==> src/rtl/csf_pkg.sv <==
// ----------------------------------------------------------------------
// status register constants and types
// ----------------------------------------------------------------------
package csf_pkg;

  // bit positions inside the status byte
  localparam int CARRY_BIT  = 0;
  localparam int NIB_BIT    = 1;
  localparam int ZERO_BIT   = 2;
  localparam int SLEEP_BIT  = 3;
  localparam int WDOG_BIT   = 4;
  localparam int DBANK_LO   = 5;
  localparam int DBANK_HI   = 6;
  localparam int IBANK_BIT  = 7;

  // reset value: bank bits clear, both cause flags set, alu flags zero
  localparam logic [7:0] STAT_RST     = 8'h18;
  // bits that an instruction or software write may change
  localparam logic [7:0] STAT_WR_MASK = 8'he7;
  // the three alu flags
  localparam logic [7:0] FLAG_MASK    = 8'h07;
  // clear op keeps cause flags and low flags, then sets zero
  localparam logic [7:0] CLR_KEEP     = 8'h1b;
  localparam logic [7:0] CLR_SET      = 8'h04;

  // data bank geometry
  localparam int BANK_BYTES = 128;
  localparam int OFS_W      = 7;
  localparam int ADDR_W     = 9;

  // apb register map (byte addresses)
  localparam int          APB_AW     = 12;
  localparam logic [11:0] OFS_STATUS = 12'h000;
  localparam logic [11:0] OFS_ADDRS  = 12'h004;
  // field positions in the address view register
  localparam int DIR_POS = 0;
  localparam int IND_POS = 16;

  // alu operations
  typedef enum logic [1:0] {
    ALU_PASS = 2'b00,
    ALU_ADD  = 2'b01,
    ALU_SUB  = 2'b11,
    ALU_AND  = 2'b10
  } csf_alu_op_t;

  // one instruction step from the execution logic
  typedef struct packed {
    logic        dest_wr;
    logic        clear_op;
    logic [2:0]  flag_upd;
    csf_alu_op_t alu_op;
    logic [7:0]  opnd_a;
    logic [7:0]  opnd_b;
    logic [7:0]  wr_data;
  } csf_instr_t;

  // alu answer
  typedef struct packed {
    logic       zero;
    logic       nib;
    logic       carry;
    logic [7:0] result;
  } csf_alu_t;

  // memory address request
  typedef struct packed {
    logic [6:0] dir_ofs;
    logic [7:0] ind_ptr;
  } csf_addr_req_t;

endpackage

==> src/rtl/csf_alu_flags.sv <==
`timescale 1ns/100ps
`default_nettype none
// ----------------------------------------------------------------------
// alu result and flag generation
// ----------------------------------------------------------------------
module csf_alu_flags
  import csf_pkg::*;
(
  // operation in
  input  wire csf_instr_t instr,
  // result out
  output csf_alu_t        alu_o
);

  logic [8:0] sum;
  logic [4:0] nsum;

  // subtraction adds the two's complement, so carry means no borrow
  always_comb begin
    sum  = 9'h000;
    nsum = 5'h00;
    alu_o.result = instr.opnd_a;
    case (instr.alu_op)
      ALU_ADD: begin
        sum  = {1'b0, instr.opnd_a} + {1'b0, instr.opnd_b};
        nsum = {1'b0, instr.opnd_a[3:0]} + {1'b0, instr.opnd_b[3:0]};
        alu_o.result = sum[7:0];
      end
      ALU_SUB: begin
        sum  = {1'b0, instr.opnd_a} + {1'b0, ~instr.opnd_b} + 9'h001;
        nsum = {1'b0, instr.opnd_a[3:0]} + {1'b0, ~instr.opnd_b[3:0]} + 5'h01;
        alu_o.result = sum[7:0];
      end
      ALU_AND: alu_o.result = instr.opnd_a & instr.opnd_b;
      default: alu_o.result = instr.opnd_a;
    endcase
    alu_o.carry = sum[8];
    alu_o.nib   = nsum[4];
    alu_o.zero  = (alu_o.result == 8'h00);
  end

endmodule
`default_nettype wire

==> src/rtl/csf_bank_decode.sv <==
`timescale 1ns/100ps
`default_nettype none
// ----------------------------------------------------------------------
// data memory bank decode
// ----------------------------------------------------------------------
module csf_bank_decode
  import csf_pkg::*;
(
  // bank select bits
  input  wire logic [1:0]    dir_bank,
  input  wire logic          ind_bank,
  // address request
  input  wire csf_addr_req_t req,
  // full data addresses
  output logic [8:0]         dir_addr,
  output logic [8:0]         ind_addr
);

  // direct picks one of four banks, indirect picks the lower or upper pair
  always_comb begin
    dir_addr = {dir_bank, req.dir_ofs};
    ind_addr = {ind_bank, req.ind_ptr};
  end

endmodule
`default_nettype wire

==> src/rtl/csf_status_reg.sv <==
// The address map and the APB interface to the registers were chosen for this implementation.
`timescale 1ns/100ps
`default_nettype none
// Contract
// - flag updating instructions ignore written flag bits
// - updated flags come from alu result only
// - reset cause flags never written by instructions
// - any instruction may target this register
// - clear op zeroes banks and sets zero
// - subtraction carries are active low borrows
module csf_status_reg
  import csf_pkg::*;
(
  // clock and reset
  input  wire logic          clock,
  input  wire logic          arst_n,
  // apb slave
  input  wire logic          psel,
  input  wire logic          penable,
  input  wire logic          pwrite,
  input  wire logic [11:0]   paddr,
  input  wire logic [31:0]   pwdata,
  output logic [31:0]        prdata,
  output logic               pready,
  output logic               pslverr,
  // instruction execution side
  input  wire csf_instr_t    instr,
  input  wire csf_addr_req_t addr_req,
  // reset cause events
  input  wire logic          wdt_timeout_evt,
  input  wire logic          sleep_evt,
  input  wire logic          wdt_clear_evt,
  // register and alu outputs
  output logic [7:0]         status_out,
  output logic [7:0]         alu_result,
  output logic [8:0]         dir_addr,
  output logic [8:0]         ind_addr
);

  // --------------------------------------------------------------------
  // declarations
  // --------------------------------------------------------------------
  logic [7:0]  status_q;
  logic [7:0]  status_d;
  logic [7:0]  alu_res_q;
  logic [8:0]  dir_addr_q;
  logic [8:0]  dir_addr_d;
  logic [8:0]  ind_addr_q;
  logic [8:0]  ind_addr_d;
  logic        pready_q;
  logic        pready_d;
  logic        pslverr_q;
  logic        pslverr_d;
  logic [31:0] prdata_q;
  logic [31:0] prdata_d;
  logic        seen_q;
  logic        apb_acc;
  logic        apb_done;
  logic        hit_status;
  logic        hit_addrs;
  logic        apb_wr_st;
  logic [7:0]  wmask;
  csf_alu_t    alu_o;

  // --------------------------------------------------------------------
  // alu and bank decode
  // --------------------------------------------------------------------
  csf_alu_flags u_alu (
    .instr (instr),
    .alu_o (alu_o)
  );

  // decode from the next status so addresses track the registered bits
  csf_bank_decode u_dec (
    .dir_bank (status_d[DBANK_HI:DBANK_LO]),
    .ind_bank (status_d[IBANK_BIT]),
    .req      (addr_req),
    .dir_addr (dir_addr_d),
    .ind_addr (ind_addr_d)
  );

  // --------------------------------------------------------------------
  // apb slave
  // --------------------------------------------------------------------
  // address decode and access phases
  always_comb begin
    hit_status = (paddr == OFS_STATUS);
    hit_addrs  = (paddr == OFS_ADDRS);
    apb_acc    = psel & penable & ~pready_q;      // first access cycle
    apb_done   = psel & penable & pready_q;       // edge where master samples
    apb_wr_st  = apb_done & pwrite & hit_status;
  end

  // answer one cycle into the access phase
  // a registered answer costs one wait state but keeps the bus outputs clean
  always_comb begin
    pready_d  = apb_acc;
    pslverr_d = apb_acc & ~(hit_status | hit_addrs);
    prdata_d  = 32'h0000_0000;
    if (apb_acc & ~pwrite & hit_status) begin
      prdata_d[7:0] = status_q;
    end else if (apb_acc & ~pwrite & hit_addrs) begin
      prdata_d[DIR_POS +: ADDR_W] = dir_addr_q;
      prdata_d[IND_POS +: ADDR_W] = ind_addr_q;
    end
  end

  always_ff @(posedge clock or negedge arst_n) begin
    if (!arst_n) begin
      pready_q  <= 1'b0;
      pslverr_q <= 1'b0;
      prdata_q  <= 32'h0000_0000;
    end else begin
      pready_q  <= pready_d;
      pslverr_q <= pslverr_d;
      prdata_q  <= prdata_d;
    end
  end

  // --------------------------------------------------------------------
  // status register next value
  // --------------------------------------------------------------------
  // software write first, then the instruction, then reset cause events
  always_comb begin
    status_d = status_q;
    wmask    = STAT_WR_MASK;
    if (apb_wr_st) begin
      status_d = (status_d & ~STAT_WR_MASK) | (pwdata[7:0] & STAT_WR_MASK);
    end
    if (instr.clear_op) begin
      status_d = (status_d & CLR_KEEP) | CLR_SET;
    end else begin
      if (instr.dest_wr) begin
        // one flag update blocks all three flag write bits
        if (|instr.flag_upd) begin
          wmask = STAT_WR_MASK & ~FLAG_MASK;
        end
        status_d = (status_d & ~wmask) | (instr.wr_data & wmask);
      end
      // updated flags follow the alu, never the write data
      if (instr.flag_upd[2]) begin
        status_d[ZERO_BIT] = alu_o.zero;
      end
      if (instr.flag_upd[1]) begin
        status_d[NIB_BIT] = alu_o.nib;
      end
      if (instr.flag_upd[0]) begin
        status_d[CARRY_BIT] = alu_o.carry;
      end
    end
    // cause flags move only on hardware events, timeout wins
    if (wdt_clear_evt) begin
      status_d[WDOG_BIT]  = 1'b1;
      status_d[SLEEP_BIT] = 1'b1;
    end
    if (sleep_evt) begin
      status_d[WDOG_BIT]  = 1'b1;
      status_d[SLEEP_BIT] = 1'b0;
    end
    if (wdt_timeout_evt) begin
      status_d[WDOG_BIT] = 1'b0;
    end
  end

  // status, alu result and decoded addresses
  always_ff @(posedge clock or negedge arst_n) begin
    if (!arst_n) begin
      status_q   <= STAT_RST;
      alu_res_q  <= 8'h00;
      dir_addr_q <= 9'h000;
      ind_addr_q <= 9'h000;
      seen_q     <= 1'b0;
    end else begin
      status_q   <= status_d;
      alu_res_q  <= alu_o.result;
      dir_addr_q <= dir_addr_d;
      ind_addr_q <= ind_addr_d;
      seen_q     <= 1'b1;
    end
  end

  // --------------------------------------------------------------------
  // outputs
  // --------------------------------------------------------------------
  // every output comes straight from a flip-flop
  assign status_out = status_q;
  assign alu_result = alu_res_q;
  assign dir_addr   = dir_addr_q;
  assign ind_addr   = ind_addr_q;
  assign prdata     = prdata_q;
  assign pready     = pready_q;
  assign pslverr    = pslverr_q;
endmodule
`default_nettype wire

==> config.mk <==
export PLATFORM = sky130hd
export DESIGN_NAME = csf_status_reg
export DESIGN_NICKNAME = d
export VERILOG_FILES = /design/src/rtl/csf_pkg.sv /design/src/rtl/csf_alu_flags.sv /design/src/rtl/csf_bank_decode.sv /design/src/rtl/csf_status_reg.sv
export SDC_FILE = /design/constraint.sdc
export NUM_CORES = 1
export LEC_CHECK = 0
export BUFFER_PORTS_ARGS = -buffer_cell sky130_fd_sc_hd__clkbuf_2
export CAP_MARGIN = 15
export CORE_ASPECT_RATIO = 0.75
export CORE_MARGIN = 2
export CORE_UTILIZATION = 50
export DETAILED_ROUTE_END_ITERATION = 8
export PLACE_DENSITY = 0.95
export SKIP_CTS_REPAIR_TIMING = 1
export SLEW_MARGIN = 20
export SYNTH_ARGS = -nofsm -noshare
export SYNTH_HDL_FRONTEND = slang
export SYNTH_HIERARCHICAL = 1
export SYNTH_SLANG_ARGS = --single-unit
==> constraint.sdc <==
create_clock -name clock -period 2.75 [get_ports clock]
set_input_delay 0.275 -clock clock [delete_from_list [all_inputs] [get_ports clock]]
set_output_delay 0.275 -clock clock [all_outputs]
set_load 0.05 [all_outputs]
==> impl_metrics.json <==
{
  "cts_tree": "yes",
  "clock-sinks": 54,
  "die_h_um": 73.7,
  "fin_skew_ns": 0.00997,
  "period_needed_ns": 2.97,
  "ys_warn_count": 6,
  "p_per_area_nw_per_um2": 502,
  "syn_avg_cell_area_um2": 10.5,
  "ant_nets": 0,
  "grt_max_degree": 31,
  "use_met3_pct": 5.14,
  "vias": 2878,
  "setup-violations-final": 1,
  "end_kind": "flop",
  "min_to": "ind_addr[2]",
  "diodes": 0,
  "worst_ep_arrival_time_ns": 3.18,
  "crit_chain": "clkbuf_2, inv_2, ha_4, inv_2, fa_2, a211oi_4, or4_1, a31oi_2, or3b_4, or4b_4, nor4_4, a211o_1, nor3_1, a211oi_2",
  "post_dp_cell_area_um2": 3980,
  "die_area_um2": 7140,
  "path_class": "in -> reg",
  "coreArea_um2": 6290,
  "slowest_stage": "or4b_4",
  "cts_root_buf": "clkbuf_8",
  "cts_buffers": 5,
  "drc": 0,
  "whs_ns": 0.0719,
  "place_congestion": 1.06,
  "fin_total_pwr_mw": 2.09,
  "ys_seq_area_share_pct": 41.8,
  "mostFrequentLayoutCells": "clkbuf_2, dfrtp_1, buf_4",
  "cts_max_level": 2,
  "final_common_cell": "clkbuf_2",
  "grt_setup_unrepaired": "true",
  "hold_class": "in -> reg",
  "drv_slew": 0,
  "first_pass_iters": 5,
  "post-route-period-util_pct": 108,
  "worstHoldStart": "addr_req[2]",
  "fin_area_um2": 4150,
  "p_leak_nw": 2.14,
  "drt_iter0_markers": 239,
  "max_stage_delay_ns": 0.54,
  "grt_pass1_vias": 2847,
  "synth-seq-cells": 54,
  "cp-start-kind": "input pin",
  "synthArstFlopShare_pct": 100,
  "cp_common_cell": "inv_2",
  "drt-wirelength-per-cell_um": 17.1,
  "antenna_found_initial": 0,
  "slew_headroom_pct": 53.0,
  "min_path_cells": 1,
  "nets": 560,
  "r2r_slack_ns": 0.90,
  "ir_worst_vdd_mv": 0.230,
  "max_cap_viol_count": 0,
  "synth_cells": 308,
  "drt-vias-per-instance": 5.47,
  "synth-main-ff-cell": "dfrtp_1",
  "dp_hpwl_um": 7110,
  "reg2regPathDepth": 4,
  "crit_fanout": 4,
  "grt_usage_pct": 24.0,
  "grtUsageMet2_pct": 43.6,
  "use_met1_pct": 29.7,
  "boundaryPins": 166,
  "hold_viol_final": 0,
  "die_x_um": 96.9,
  "overflow": 0,
  "gr-max-usage-layer": "met2",
  "wl_um": 8990,
  "drive_gt1_share_pct": 44.0,
  "fin_setup_tns_ns": -0.220,
  "setup_ws_ns": -0.220,
  "cts.path.max_buffers": 2,
  "start_util_pct": 51.5,
  "r2r_end": "prdata[2]",
  "synth_edf_count": 0,
  "rows": 25,
  "grt_pass1_wl_um": 13700,
  "violations": "setup timing",
  "required_ns": 2.96,
  "insertion_delay_ns": 0.30,
  "io_buffers": 123,
  "yosysUniqueCellTypes": 62,
  "area_growth_pct": 28.2,
  "tightest_slew_ns": 0.704,
  "clkTransAtPathRegs_ns": 0.10,
  "status": "finished with violations",
  "r2r_start": "pready",
  "fmax_mhz": 337,
  "synth_area_um2": 3240
}
-- cells by family (layout without fill, tap and decap cells) --
kind of cell	Yosys count	after routing	share of synthesized area, %
compound gates	67	67	15.7
xor+xnor	2	2	0.541
fa+ha+maj	18	18	7.42
buf+inv	64	188	12.1
flops	54	54	41.8
mux	7	7	2.55
other cells	1	14	0.116
simple gates	95	95	19.8
-- cells in the mapped netlist, drive strengths merged (8+ instances only) --
cell type,count,share of area (%)
dfrtp,52,40
ha,16,6.2
nor3b,8,2.4
buf,41,9.4
nor3,13,2.2
and2,13,2.5
inv,20,2.3
nor2,18,2.1
a22o,8,2.2
a21oi,19,2.9
-- registers in the layout (all words and copies together) (netlist names) --
register	flops
ind_addr	9
pslverr	1
status_out	8
alu_result	8
dir_addr	9
pready	1
prdata	18
-- worst max path at each step --
stage | depth (start not counted) | end | startpoint
after global placement | 14 | status_out[2] | instr[16]
final | 14 | status_out[2] | instr[16]
after global routing | 14 | status_out[2] | instr[16]
after floorplan | 11 | status_out[2] | instr[8]
after CTS | 14 | status_out[2] | instr[16]
after detailed placement | 14 | status_out[2] | instr[16]
-- through the flow --
step / cells / utilization, % / setup slack [ns]
floorplan: 321 / - / -0.102
global placement: 517 / 63.3 / -0.344
detailed placement: 517 / 63.3 / -0.472
CTS: 525 / 65.3 / -0.162
global route: 526 / 66.0 / -0.372
finish: 526 / 66.0 / -0.220
-- where the power goes --
part	switching [mW]	total, mW	internal [mW]	leakage, nW
Combinational	0.442	0.664	0.222	1.40
Sequential	0.0235	0.862	0.839	0.683
Clock	0.260	0.559	0.300	0.0618
-- worst max-delay path: cells and delay by family --
kind | cells | cell delay (ns)
compound gates | 4 | 0.75
fa+ha+maj | 2 | 0.52
buf+inv | 3 | 0.21
simple gates | 5 | 1.42
-- per-layer routing --
metal / up-vias / part of all wire [%] / wire length, µm
met5: - / 0 / 0
met4: 0 / 1.7 / 149
met3: 22 / 8.2 / 740
met2: 157 / 52 / 4640
met1: 1366 / 39 / 3460
li1: 1333 / - / -
-- cell type report --
type | instances | area (µm²)
Tap cell | 81 | 101
Sequential cell | 54 | 1350
Clock buffer | 6 | 82.6
Timing Repair Buffer | 160 | 908
Inverter | 20 | 75.1
Fill cell | 511 | 2140
Multi-Input combinational cell | 203 | 1590
Clock inverter | 2 | 38.8
Note: power is estimated with default switching activity, not from simulation.
